File: config.mk
export PLATFORM = sky130hd
export DESIGN_NAME = dma_global_control
export DESIGN_NICKNAME = d
export VERILOG_FILES = /design/src/hw/dma_global_control.v
export VERILOG_INCLUDE_DIRS = /design/src /design/src/hw
export SDC_FILE = /design/constraint.sdc
export NUM_CORES = 1
export LEC_CHECK = 0
export ABC_AREA = 0
export BUFFER_PORTS_ARGS = -buffer_cell sky130_fd_sc_hd__buf_2
export CAP_MARGIN = 20
export CORE_MARGIN = 2
export CORE_UTILIZATION = 60
export DETAILED_ROUTE_END_ITERATION = 10
export PLACE_DENSITY = 0.79
export SKIP_CTS_REPAIR_TIMING = 1
export SYNTH_ARGS = -nofsm -noshare
export SYNTH_HDL_FRONTEND = slang
export SYNTH_SLANG_ARGS = --single-unit
File: constraint.sdc
create_clock -name sys_clk -period 7.1 [get_ports sys_clk]
set_clock_uncertainty 0.15 [all_clocks]
set_input_delay 1.42 -clock sys_clk [delete_from_list [all_inputs] [get_ports sys_clk]]
set_output_delay 1.42 -clock sys_clk [all_outputs]
set_load 0.1 [all_outputs]
File: src/hw/dma_global_control_regs.vh
`ifndef DMA_GLOBAL_CONTROL_REGS_VH
`define DMA_GLOBAL_CONTROL_REGS_VH
// Register byte offsets
`define OFS_IRQ1_CHANNEL_MASK      12'h414
`define OFS_IRQ1_MASKED_STATUS     12'h41c
`define OFS_PACING_RATIO_0         12'h420
`define OFS_PACING_RATIO_1         12'h424
`define OFS_PACING_RATIO_2         12'h428
`define OFS_PACING_RATIO_3         12'h42c
`define PACING_STRIDE              12'h004
`define OFS_CHANNEL_GROUP_START    12'h430
`define OFS_MONITOR_CONFIG         12'h434
`define OFS_MONITOR_ACCUMULATOR    12'h438
`define OFS_QUEUE_OCCUPANCY        12'h440
`define OFS_CHANNEL_CANCEL         12'h444
`define OFS_EVENT_STATUS           12'h450
`define OFS_EVENT_MASK             12'h454
// Pacing ratio fields
`define RATIO_DIVIDEND_HI          31
`define RATIO_DIVIDEND_LO          16
`define RATIO_DIVISOR_HI           15
`define RATIO_DIVISOR_LO           0
`define RATIO_OFF                  16'h0000
`define RATIO_RESET                32'h00000000
// Monitor configuration fields
`define CFG_ENABLE                 0
`define CFG_CHAN_HI                4
`define CFG_CHAN_LO                1
`define CFG_ALGO_HI                8
`define CFG_ALGO_LO                5
`define CFG_BYTE_REV               9
`define CFG_RESULT_REV             10
`define CFG_RESULT_INV             11
`define CFG_WIDTH                  12
// Checksum algorithm codes
`define ALGO_CRC32                 4'h0
`define ALGO_CRC32_REV             4'h1
`define ALGO_SUM                   4'hf
`define CRC32_POLY                 32'h04c11db7
// Event status bits
`define EVT_MONITOR_UPDATE         0
`define EVT_CANCEL_DONE            1
`define EVT_WIDTH                  2
`endif

File: src/hw/dma_global_control.v
// Contract
// - Masked status shows channels driving second line
// - Writing ones clears channel pending; resets zero
// - Mask bit n passes channel n
// - Four timers, dividend high, divisor low
// - Timer pulses average dividend/divisor per cycle, at most one per cycle
// - Start bit triggers enabled idle channel
// - Complement bit inverts accumulator on read
// - Reverse bit bit-reverses accumulator on read
// - Byte-reverse bit swaps observed data bytes
// - Monitor sees data after channel swap
// - Monitor watches selected channel while enabled
// - Accumulator updates on each monitored read
// - Debug register reports three queue fills
// - Cancel bit aborts channel transfer sequence
// - Cancel bit stays until channel has nothing in flight
//
// The address-and-strobe port was left to the implementer.
`include "dma_global_control_regs.vh"
`default_nettype none

module dma_global_control #(
    parameter NCHAN  = 16,
    parameter NTIMER = 4
) (
    // Clock and reset
    input  wire                  sys_clk,
    input  wire                  rstn,
    // Register port
    input  wire [11:0]           regAddr,
    input  wire [31:0]           regWdata,
    input  wire                  regWrite,
    input  wire                  regRead,
    output reg  [31:0]           regRdata,
    // Channel status and pending interrupts
    input  wire [NCHAN-1:0]      chanEnable,
    input  wire [NCHAN-1:0]      chanBusy,
    input  wire [NCHAN-1:0]      chanIrqSet,
    output wire [NCHAN-1:0]      chanIrqPending,
    output wire                  dmaIrq1,
    // Channel triggers and cancels
    output wire [NCHAN-1:0]      chanTrigger,
    output wire [NCHAN-1:0]      chanCancel,
    input  wire [NCHAN-1:0]      chanInFlight,
    // Pacing request pulses
    output wire [NTIMER-1:0]     pacingRequestPulse,
    // Read data after channel byte swap
    input  wire                  readValid,
    input  wire [3:0]            readChannel,
    input  wire [31:0]           readData,
    // Queue fill levels
    input  wire [7:0]            readAddrQueueFill,
    input  wire [7:0]            writeAddrQueueFill,
    input  wire [7:0]            xferDataQueueFill,
    // Block interrupt
    output wire                  blockIrq
);

    // State
    wire [NCHAN-1:0]           pending_r;
    reg  [NCHAN-1:0]           irq1ChannelMask_r;
    reg  [NTIMER-1:0]          wrRatio;
    reg  [11:0]                ratioAddr;
    wire [32*NTIMER-1:0]       ratioFlat;
    reg  [NCHAN-1:0]           start_r;
    reg  [NCHAN-1:0]           cancel_r;
    reg  [`CFG_WIDTH-1:0]      monitorConfig_r;
    reg  [31:0]                accumulator_r;
    reg  [31:0]                accumulator_nxt;
    wire [`EVT_WIDTH-1:0]      evtStatus_r;
    reg  [`EVT_WIDTH-1:0]      evtMask_r;
    reg  [31:0]                readMux;
    reg  [31:0]                feedData;
    reg  [31:0]                crcState;
    reg  [31:0]                outView;
    reg                        crcFb;
    integer                    i;
    integer                    b;
    integer                    k;

    // Write decodes
    wire wrMask    = regWrite && regAddr == `OFS_IRQ1_CHANNEL_MASK;
    wire wrStatus  = regWrite && regAddr == `OFS_IRQ1_MASKED_STATUS;
    wire wrStart   = regWrite && regAddr == `OFS_CHANNEL_GROUP_START;
    wire wrConfig  = regWrite && regAddr == `OFS_MONITOR_CONFIG;
    wire wrAccum   = regWrite && regAddr == `OFS_MONITOR_ACCUMULATOR;
    wire wrCancel  = regWrite && regAddr == `OFS_CHANNEL_CANCEL;
    wire wrEvtStat = regWrite && regAddr == `OFS_EVENT_STATUS;
    wire wrEvtMask = regWrite && regAddr == `OFS_EVENT_MASK;

    // Second interrupt line
    wire [NCHAN-1:0] maskedStatus = pending_r & irq1ChannelMask_r;
    assign chanIrqPending = pending_r;
    assign dmaIrq1        = |maskedStatus;

    // Pending flags: a new event wins over a clear in the same cycle
    sticky_flags #(
        .W (NCHAN)
    ) pendingFlags (
        .sys_clk   (sys_clk),
        .rstn      (rstn),
        .setBits   (chanIrqSet),
        .clearEn   (wrStatus),
        .clearBits (regWdata[NCHAN-1:0]),
        .flags_r   (pending_r)
    );

    // Second-line channel mask
    always @(posedge sys_clk or negedge rstn)
    begin
        if (!rstn)
            irq1ChannelMask_r <= {NCHAN{1'b0}};
        else if (wrMask)
            irq1ChannelMask_r <= regWdata[NCHAN-1:0];
    end

    // Pacing timers: one ratio register and fractional divider each
    always @*
    begin
        wrRatio   = {NTIMER{1'b0}};
        ratioAddr = `OFS_PACING_RATIO_0;
        for (k = 0; k < NTIMER; k = k + 1)
        begin
            wrRatio[k] = regWrite && regAddr == ratioAddr;
            ratioAddr  = ratioAddr + `PACING_STRIDE;
        end
    end

    genvar t;
    generate
        for (t = 0; t < NTIMER; t = t + 1)
        begin : gPace
            pacing_timer pacing_timer_inst (
                .sys_clk            (sys_clk),
                .rstn               (rstn),
                .ratioWrite         (wrRatio[t]),
                .ratioWdata         (regWdata),
                .ratio_r            (ratioFlat[32*t +: 32]),
                .pacingRequestPulse (pacingRequestPulse[t])
            );
        end
    endgenerate

    // Group start: one-cycle trigger, never stored for read
    always @(posedge sys_clk or negedge rstn)
    begin
        if (!rstn)
            start_r <= {NCHAN{1'b0}};
        else if (wrStart)
            start_r <= regWdata[NCHAN-1:0];
        else
            start_r <= {NCHAN{1'b0}};
    end
    assign chanTrigger = start_r & chanEnable & ~chanBusy;

    // Cancel: held until the channel has nothing in flight
    always @(posedge sys_clk or negedge rstn)
    begin
        if (!rstn)
            cancel_r <= {NCHAN{1'b0}};
        else
            cancel_r <= (wrCancel ? regWdata[NCHAN-1:0] : {NCHAN{1'b0}})
                        | (cancel_r & chanInFlight);
    end
    assign chanCancel = cancel_r;
    // Done: a held cancel whose channel has drained
    wire cancelDone = |(cancel_r & ~chanInFlight);

    // Monitor configuration
    always @(posedge sys_clk or negedge rstn)
    begin
        if (!rstn)
            monitorConfig_r <= {`CFG_WIDTH{1'b0}};
        else if (wrConfig)
            monitorConfig_r <= regWdata[`CFG_WIDTH-1:0];
    end

    // Only the selected channel's reads, only while enabled
    wire monitorHit = monitorConfig_r[`CFG_ENABLE] && readValid &&
                      readChannel == monitorConfig_r[`CFG_CHAN_HI:`CFG_CHAN_LO];

    // Checksum datapath; input already carries the channel byte swap
    always @*
    begin
        feedData = monitorConfig_r[`CFG_BYTE_REV] ?
                   {readData[7:0], readData[15:8], readData[23:16], readData[31:24]}
                   : readData;
        crcState = accumulator_r;
        crcFb    = 1'b0;
        case (monitorConfig_r[`CFG_ALGO_HI:`CFG_ALGO_LO])
            `ALGO_CRC32:
            begin
                for (b = 31; b >= 0; b = b - 1)
                begin
                    crcFb    = crcState[31] ^ feedData[b];
                    crcState = {crcState[30:0], 1'b0} ^ (crcFb ? `CRC32_POLY : 32'h00000000);
                end
            end
            `ALGO_CRC32_REV:
            begin
                for (b = 0; b < 32; b = b + 1)
                begin
                    crcFb    = crcState[31] ^ feedData[b];
                    crcState = {crcState[30:0], 1'b0} ^ (crcFb ? `CRC32_POLY : 32'h00000000);
                end
            end
            `ALGO_SUM:
                crcState = accumulator_r + feedData;
            default:
                crcState = accumulator_r ^ feedData;
        endcase
        accumulator_nxt = crcState;
    end

    // A seed write takes priority over an observed read
    always @(posedge sys_clk or negedge rstn)
    begin
        if (!rstn)
            accumulator_r <= 32'h00000000;
        else if (wrAccum)
            accumulator_r <= regWdata;
        else if (monitorHit)
            accumulator_r <= accumulator_nxt;
    end

    // Read view of the accumulator: transforms only on the bus path
    always @*
    begin
        outView = accumulator_r;
        if (monitorConfig_r[`CFG_RESULT_REV])
            for (i = 0; i < 32; i = i + 1)
                outView[i] = accumulator_r[31-i];
        if (monitorConfig_r[`CFG_RESULT_INV])
            outView = ~outView;
    end

    // Block events: sticky, set wins over write-one-to-clear
    wire [`EVT_WIDTH-1:0] evtSet = {cancelDone, monitorHit};
    sticky_flags #(
        .W (`EVT_WIDTH)
    ) eventFlags (
        .sys_clk   (sys_clk),
        .rstn      (rstn),
        .setBits   (evtSet),
        .clearEn   (wrEvtStat),
        .clearBits (regWdata[`EVT_WIDTH-1:0]),
        .flags_r   (evtStatus_r)
    );

    always @(posedge sys_clk or negedge rstn)
    begin
        if (!rstn)
            evtMask_r <= {`EVT_WIDTH{1'b0}};
        else if (wrEvtMask)
            evtMask_r <= regWdata[`EVT_WIDTH-1:0];
    end
    assign blockIrq = |(evtStatus_r & evtMask_r);

    // Register read decode; reserved bits read zero
    always @*
    begin
        readMux = 32'h00000000;
        case (regAddr)
            `OFS_IRQ1_CHANNEL_MASK:   readMux[NCHAN-1:0] = irq1ChannelMask_r;
            `OFS_IRQ1_MASKED_STATUS:  readMux[NCHAN-1:0] = maskedStatus;
            `OFS_PACING_RATIO_0:      readMux = ratioFlat[31:0];
            `OFS_PACING_RATIO_1:      readMux = ratioFlat[63:32];
            `OFS_PACING_RATIO_2:      readMux = ratioFlat[95:64];
            `OFS_PACING_RATIO_3:      readMux = ratioFlat[127:96];
            `OFS_CHANNEL_GROUP_START: readMux = 32'h00000000;
            `OFS_MONITOR_CONFIG:      readMux[`CFG_WIDTH-1:0] = monitorConfig_r;
            `OFS_MONITOR_ACCUMULATOR: readMux = outView;
            `OFS_QUEUE_OCCUPANCY:     readMux = {8'h00, readAddrQueueFill,
                                                 writeAddrQueueFill, xferDataQueueFill};
            `OFS_CHANNEL_CANCEL:      readMux[NCHAN-1:0] = cancel_r;
            `OFS_EVENT_STATUS:        readMux[`EVT_WIDTH-1:0] = evtStatus_r;
            `OFS_EVENT_MASK:          readMux[`EVT_WIDTH-1:0] = evtMask_r;
            default:                  readMux = 32'h00000000;
        endcase
    end

    // Read data stands for one cycle, zero otherwise
    always @(posedge sys_clk or negedge rstn)
    begin
        if (!rstn)
            regRdata <= 32'h00000000;
        else if (regRead)
            regRdata <= readMux;
        else
            regRdata <= 32'h00000000;
    end

endmodule // dma_global_control

// Fractional divider: adds the dividend each cycle, wraps at the divisor
module pacing_timer (
    // Clock and reset
    input  wire                  sys_clk,
    input  wire                  rstn,
    // Ratio register
    input  wire                  ratioWrite,
    input  wire [31:0]           ratioWdata,
    output reg  [31:0]           ratio_r,
    // Request pulse
    output reg                   pacingRequestPulse
);

    // Remainder of the fractional division
    reg  [16:0]                  accum_r;
    wire [15:0]                  dividend = ratio_r[`RATIO_DIVIDEND_HI:`RATIO_DIVIDEND_LO];
    wire [15:0]                  divisor  = ratio_r[`RATIO_DIVISOR_HI:`RATIO_DIVISOR_LO];
    wire [16:0]                  sum      = accum_r + {1'b0, dividend};
    wire                         running  = divisor != `RATIO_OFF;
    wire                         hit      = running && sum >= {1'b0, divisor};
    // A ratio of one or more fires every cycle; the remainder must not grow
    wire                         saturate = dividend >= divisor;

    always @(posedge sys_clk or negedge rstn)
    begin
        if (!rstn)
        begin
            ratio_r            <= `RATIO_RESET;
            accum_r            <= 17'h00000;
            pacingRequestPulse <= 1'b0;
        end
        else
        begin
            if (ratioWrite)
                ratio_r <= ratioWdata;
            if (ratioWrite || saturate)
                accum_r <= 17'h00000;
            else if (hit)
                accum_r <= sum - {1'b0, divisor};
            else if (running)
                accum_r <= sum;
            pacingRequestPulse <= hit;
        end
    end

endmodule // pacing_timer

// Sticky flags: set by hardware, cleared by writing ones; a set wins
module sticky_flags #(
    parameter W = 16
) (
    // Clock and reset
    input  wire                  sys_clk,
    input  wire                  rstn,
    // Events and software clear
    input  wire [W-1:0]          setBits,
    input  wire                  clearEn,
    input  wire [W-1:0]          clearBits,
    // Flags
    output reg  [W-1:0]          flags_r
);

    // Clear first, then set, so a same-cycle event survives
    always @(posedge sys_clk or negedge rstn)
    begin
        if (!rstn)
            flags_r <= {W{1'b0}};
        else if (clearEn)
            flags_r <= (flags_r & ~clearBits) | setBits;
        else
            flags_r <= flags_r | setBits;
    end

endmodule // sticky_flags

`default_nettype wire

Yosys cells after proc, flatten, opt, wreduce, memory -nomap -nowiden. Cells that the tools add are included.

$add $sub $neg: 9. $lt $le $gt $ge: 8. Equal/unequal tests: 16. Muxes and demuxes: 91. Bitwise operators: 147. Reduce and logical (&&, ||, !) cells: 35.

Operator list (number): bitwise XOR 32 x 27 -> 32 bit (64); two-way mux 27 bit (64); two-way mux 17 bit (12); two-way mux 32 bit (6); == test 12 x 11 -> 1 bit (second input constant) (13); case mux 10 bit (10 select lines) (1); AND 16 bit (6); case mux 16 bit (6 select lines) (1); case mux 32 bit (3 select lines) (1); adder 17 x 16 -> 17 bit (4); >= comparator 17 x 16 -> 1 bit (4); subtractor 17 x 16 -> 17 bit (4); >= comparator 16 bit (4); nonzero test 16 bit (4); bitwise XOR 1 bit (64); two-way mux 16 bit (3); NOT 16 bit (3); OR 16 bit (3); case mux 4 bit (9 select lines) (1); adder 32 bit (1); NOT 32 bit (1); OR reduction 16 bit (2); bitwise XOR 32 bit (1); case mux 2 bit (12 select lines) (1); other kinds (13) (38).

Register bits after elaboration: 344. Input port bits: 173. Output and inout port bits: 86. Logic and storage cells: 327.

Logic depth before layout (Yosys ltp).
Depth after elaboration: 100. Mapped depth: 22.

By module. A second synthesis with hierarchy kept.

Cell total of the unflattened synthesis: 3566. Area, all modules: 33100.5 µm².

By module, submodules not included: dma_global_control (instances 1, cells an instance 1678, area an instance 16109.2 µm²); pacing_timer (gPace[0].pacing_timer_inst ...) (instances 3, cells an instance 446, area an instance 3976.3 µm²); pacing_timer (gPace[3].pacing_timer_inst) (instances 1, cells an instance 494, area an instance 4377.9 µm²); sticky_flags (pendingFlags) (instances 1, cells an instance 50, area an instance 611.8 µm²); sticky_flags (eventFlags) (instances 1, cells an instance 6, area an instance 72.6 µm²).

Least setup slack after synthesis. No wires, ideal clock.

Path kind: input -> register. From: input readData[5]. To: register accumulator_r[21]. Arrival time: 5.617 ns. Data required time: 6.846 ns. Setup slack: 1.229 ns. Stages: 16. Path through: mux2_2 -> ha_1 -> clkbuf_1 -> xnor2_1 -> xnor3_2 -> xor3_1 -> xnor3_1 -> xnor2_2 -> xnor2_2 -> xor2_1 -> xnor2_1 -> nor2_1 -> a211oi_1 -> o21a_1 -> nor2_1 -> o311ai_1.

Cells in the longest elaborated chain, start to end: 44. Elaborated cells on any way between the ends: 100. Classes of those cells: add/sub: 1; mux: 23; bitwise: 76.

RTL lines: start, declared (RTL line dma_global_control.v:50) `input wire [31:0] readData,`; two-way mux 32 bit * (RTL line dma_global_control.v:185) `` feedData = monitorConfig_r[`CFG_BYTE_REV] ? ``; bitwise XOR 1 bit (RTL line dma_global_control.v:195) `crcFb = crcState[31] ^ feedData[b];`; two-way mux 27 bit (RTL line dma_global_control.v:196) `` crcState = {crcState[30:0], 1'b0} ^ (crcFb ? `CRC32_POLY : 32'h00000000); ``; bitwise XOR 32 x 27 -> 32 bit (6 in a row) (RTL line dma_global_control.v:196); bitwise XOR 1 bit (RTL line dma_global_control.v:195); two-way mux 27 bit (RTL line dma_global_control.v:196); bitwise XOR 32 x 27 -> 32 bit (6 in a row) (RTL line dma_global_control.v:196); bitwise XOR 1 bit (RTL line dma_global_control.v:195); [8 not listed]; two-way mux 27 bit (RTL line dma_global_control.v:196); bitwise XOR 32 x 27 -> 32 bit (6 in a row) (RTL line dma_global_control.v:196); bitwise XOR 1 bit (RTL line dma_global_control.v:195); two-way mux 27 bit (RTL line dma_global_control.v:196); bitwise XOR 32 x 27 -> 32 bit (6 in a row) (RTL line dma_global_control.v:196); case mux 32 bit (3 select lines) * (RTL line dma_global_control.v:190) `` case (monitorConfig_r[`CFG_ALGO_HI:`CFG_ALGO_LO]) ``; two-way mux 32 bit * (RTL line dma_global_control.v:222) `else if (monitorHit)`; two-way mux 32 bit * (RTL line dma_global_control.v:220) `else if (wrAccum)`; end signal, assigned (RTL line dma_global_control.v:221) `accumulator_r <= regWdata;`; end signal, assigned (RTL line dma_global_control.v:223) `accumulator_r <= accumulator_nxt;`; end, declared (RTL line dma_global_control.v:68) `reg [31:0] accumulator_r;`.

Every way passes the cells marked *; elsewhere a longest branch is shown, timed or not. The select of a mux whose other input is x is not followed. A chain may end at the register's enable or synchronous reset.

Worst setup path in the final report.
From: register gPace[0].pacing_timer_inst.ratio_r[16]. To: register gPace[0].pacing_timer_inst.accum_r[9].

Cells in the longest elaborated chain, start to end: 5. Elaborated cells on any way between the ends: 10. Classes of those cells: add/sub: 2; order compare: 2; mux: 3; reduce/logical: 3.

RTL lines: start, declared (RTL line dma_global_control.v:303) `output reg [31:0] ratio_r,`; start signal, assigned (RTL line dma_global_control.v:322) `` ratio_r <= `RATIO_RESET; ``; start signal, assigned (RTL line dma_global_control.v:329) `ratio_r <= ratioWdata;`; adder 17 x 16 -> 17 bit (RTL line dma_global_control.v:312) `wire [16:0] sum = accum_r + {1'b0, dividend};`; >= comparator 17 x 16 -> 1 bit (RTL line dma_global_control.v:314) `wire hit = running && sum >= {1'b0, divisor};`; logical AND 1 bit (RTL line dma_global_control.v:314); two-way mux 17 bit (RTL line dma_global_control.v:332) `else if (hit)`; two-way mux 17 bit (RTL line dma_global_control.v:330) `if (ratioWrite || saturate)`; end signal, assigned (RTL line dma_global_control.v:333) `accum_r <= sum - {1'b0, divisor};`; end signal, assigned (RTL line dma_global_control.v:335) `accum_r <= sum;`; end, declared (RTL line dma_global_control.v:309) `reg [16:0] accum_r;`.

Several ways; a longest one is shown, not always the timed one. The select of a mux whose other input is x is not followed.

==> reports/qor.txt <==
Status = completed
Post-route cell area = 35400 sq um
Vias in the first global route = 27500
Area Growth Syn to Fin = 10.6%
Post-synthesis cell type count = 82
Die Area = 55200 sq um
Final setup violation count = 0
Largest cells by area after synthesis = dfrtp_1 (27%), xnor2_1 (11%), ha_1 (8.9%)
Final period utilization = 0.853
Synth Area per Inst = 9.88 sq um
Maxcap violations = 0
Final net count = 3855
CTS H-tree lvls = 2
Starting density of the core = 0.607
Max clock buf depth = 3
Routability-driven placement congestion ratio = 1.03
Slew HR = 0.0471
GRT overflow = 0
Filler cells = 4095
Fin cells = 4163
Post-Route WL = 118000 microns
First-pass GRT wire length = 176000 microns
Sequential-to-total area share from yosys stat = 0.269
Share of flip-flops with an asynchronous set or reset = 1.00
Switching Share = 0.497
Minimum clock period = 6.06 ns
I/O Buffers = 258
Largest net degree at the start of global routing = 148
Worst-skew pair later-pin latency = 0.59 ns
Crit path capture type = register
Mapped Cells = 3236
Synth warn = 0
Clock Power Share = 0.126
Initial antenna violation count = 4
Die H = 235 microns
Synth Register Bits = 344
Crit Path Class = reg2reg
Routed WL per cell = 28.4 microns
Via density = 6.55
Clk sink count = 344
Int Power = 8.96 mW
P_leak = 16.4 nW
Critical Path Fanout Max = 14
Post-synth top flop = dfrtp_1
HP Class = reg2reg
Setup ws final = 1.04 ns
Worst VDD drop = 0.00103 V
CTS root buf = clkbuf_16
Top cell type's share of synthesized area = 0.269
Mapped cell area = 32000 sq um
# DRC = 0
Placement Cell Area = 34000 sq um
PwrDens = 504 nW/um^2
Tot GR Track Use = 0.421
Psw = 8.85 mW
# IOs = 259
Clk pin slew, worst setup/hold paths = 0.06 ns
Layout cells sized above 1 = 0.195
RSZ-0062 raised after global routing = false
Fmax = 165 MHz
CTS tree = built
Area leader, netlist = dfrtp_1
Placed cell count = 4090
Worst Tran Pin Value = 1.43 ns
Core area = 52700 sq um
Num CTS Buffers = 40
Hold Vio Cnt, Final = 0
CP required = 7.43 ns
Syn_nets = 3645
Row cnt = 84
Setup tns final = 0 ns
Sequential share of power = 0.114
Logic pwr share = 0.760
Post-synth EDFFs = 0
Max-slew violation count = 0
Initial DRC Count = 2959
Final ANT Viol Nets = 0
TritonRoute pass-1 iters = 7
Critical Path AT = 6.38 ns
Post-DP HPWL = 92000 microns
Startpoint class of the critical path = register
Vias = 27300
Die X = 235 microns
Dpl ws = 0.846 ns
[routing by layer]
layer | track usage | share of wire | vias to the layer above | wire [microns]
li1 | - | - | 12000 | -
met2 | 0.686 | 0.46 | 1559 | 54300
met4 | 0.282 | 0.081 | 6 | 9520
met1 | 0.514 | 0.37 | 13300 | 43800
met3 | 0.0713 | 0.089 | 466 | 10500
met5 | 0 | 0.00099 | - | 117
[stage by stage]
step                      utilization  power, mW  hold WS, ns
final                           0.672       17.8        0.367
after global routing            0.672       18.5        0.393
after CTS                       0.671       17.8        0.374
after detailed placement        0.645       15.6        0.348
after global placement          0.645       15.6        0.330
after floorplan                     -       11.8        0.312
[worst max-delay path, cell delays in order, from the launching register on]
cell and delay [ns]:
dfrtp_1 0.43, ha_1 0.24, fa_1 0.40, a21o_1 0.18, a21oi_1 0.22, o21bai_1 0.10, a21oi_1 0.25, o21bai_1 0.12
a21oi_1 0.29, o21bai_1 0.15, a2111oi_0 0.69, nor2_1 0.14, xor2_1 0.19, ha_1 0.35, a21o_1 0.19, a21oi_1 0.14
inv_1 0.06, a211oi_1 0.27, o21a_1 0.24, nand2_1 0.49, mux2i_1 0.27, a211oi_1 0.35
[sequential cells by signal, indices dropped and copies added (netlist names)]
register                                    count
gPace.pacing_timer_inst.ratio_r               128
gPace.pacing_timer_inst.pacingRequestPulse      4
monitorConfig_r                                12
irq1ChannelMask_r                              16
pendingFlags.flags_r                           16
accumulator_r                                  32
eventFlags.flags_r                              2
chanCancel                                     16
start_r                                        16
evtMask_r                                       2
regRdata                                       32
gPace.pacing_timer_inst.accum_r                68
[worst paths after layout]
| check | startpoint | endpoint | slack (ns) | depth (start not counted) |
|---|---|---|---|---|
| setup / recovery | gPace[0].pacing_timer_inst.ratio_r[16] | gPace[0].pacing_timer_inst.accum_r[9] | 1.04 | 21 |
| hold / removal | gPace[0].pacing_timer_inst.accum_r[12] | gPace[0].pacing_timer_inst.accum_r[12] | 0.37 | 1 |
| setup reg to reg | gPace[0].pacing_timer_inst.ratio_r[16] | gPace[0].pacing_timer_inst.accum_r[9] | 1.04 | 21 |
| hold reg to reg | gPace[0].pacing_timer_inst.accum_r[12] | gPace[0].pacing_timer_inst.accum_r[12] | 0.37 | 1 |
| max in group asynchronous | rstn | monitorConfig_r[11] | 4.76 | 2 |
| min in group asynchronous | rstn | gPace[2].pacing_timer_inst.accum_r[9] | 0.59 | 1 |
[logic make-up (layout without fill, tap and decap cells)]
logic type      after synthesis  after routing  synth area share
compound gates              781            781             0.170
fa+ha+maj                   236            236            0.0944
flops                       344            344             0.269
simple gates                609            609            0.0872
mux                         269            269            0.0975
xor+xnor                    665            665             0.240
buf+inv                     332            570            0.0413
other cells                   0              1                 0
[power by group through the flow]
stage          logic (mW)  clock network, mW  registers, mW
2_1_floorplan        9.74                  0           2.06
3_3_place_gp         13.5                  0           2.07
3_5_place_dp         13.5                  0           2.07
4_1_cts              13.6               2.24           2.04
5_1_grt              14.1               2.31           2.04
6_report             13.5               2.24           2.04
[cells in the mapped netlist, drive strengths merged (72+ instances only)]
master / number
o21ai: 112
ha: 227
xor2: 139
a21oi: 146
inv: 190
clkbuf: 109
xnor2: 490
nor2: 199
a21o: 120
mux2i: 119
nand2: 184
dfrtp: 344
a211oi: 72
mux2: 149
[area by class of cell]
type                            count  area (sq um)  area share
Sequential cell                   344          8610       0.243
Antenna cell                        1          2.50   0.0000707
Multi-Input combinational cell   2560         22100       0.625
Timing Repair Buffer              310          1710      0.0483
Clock inverter                     19           293     0.00828
Inverter                          190           713      0.0202
Tap cell                          688           861      0.0243
Clock buffer                       51          1080      0.0306
[cell usage in the layout (no fill, tap or decap), types with 21 or more instances in the layout]
| cell | n |
|---|---|
| buf_2 | 257 |
| a22oi_1 | 26 |
| mux2i_1 | 96 |
| xnor2_2 | 42 |
| a21oi_1 | 146 |
| xnor2_4 | 39 |
| xor2_1 | 116 |
| nor2_1 | 194 |
| o21ai_0 | 104 |
| a21o_1 | 120 |
| ha_1 | 227 |
| inv_1 | 190 |
| xnor3_1 | 23 |
| nand4_1 | 21 |
| a211oi_1 | 71 |
| nand3_1 | 35 |
| a31oi_1 | 32 |
| clkbuf_16 | 40 |
| xnor2_1 | 409 |
| dfrtp_1 | 341 |
| mux2_2 | 149 |
| nand2b_1 | 22 |
| nand2_1 | 184 |
| a221oi_1 | 51 |
| a222oi_1 | 28 |
| and2_1 | 23 |
| o21bai_1 | 33 |
| a21boi_0 | 27 |
| buf_4 | 50 |
| nor3_1 | 34 |
| a22o_1 | 32 |
No activity file was read; power rests on OpenSTA's default activity.
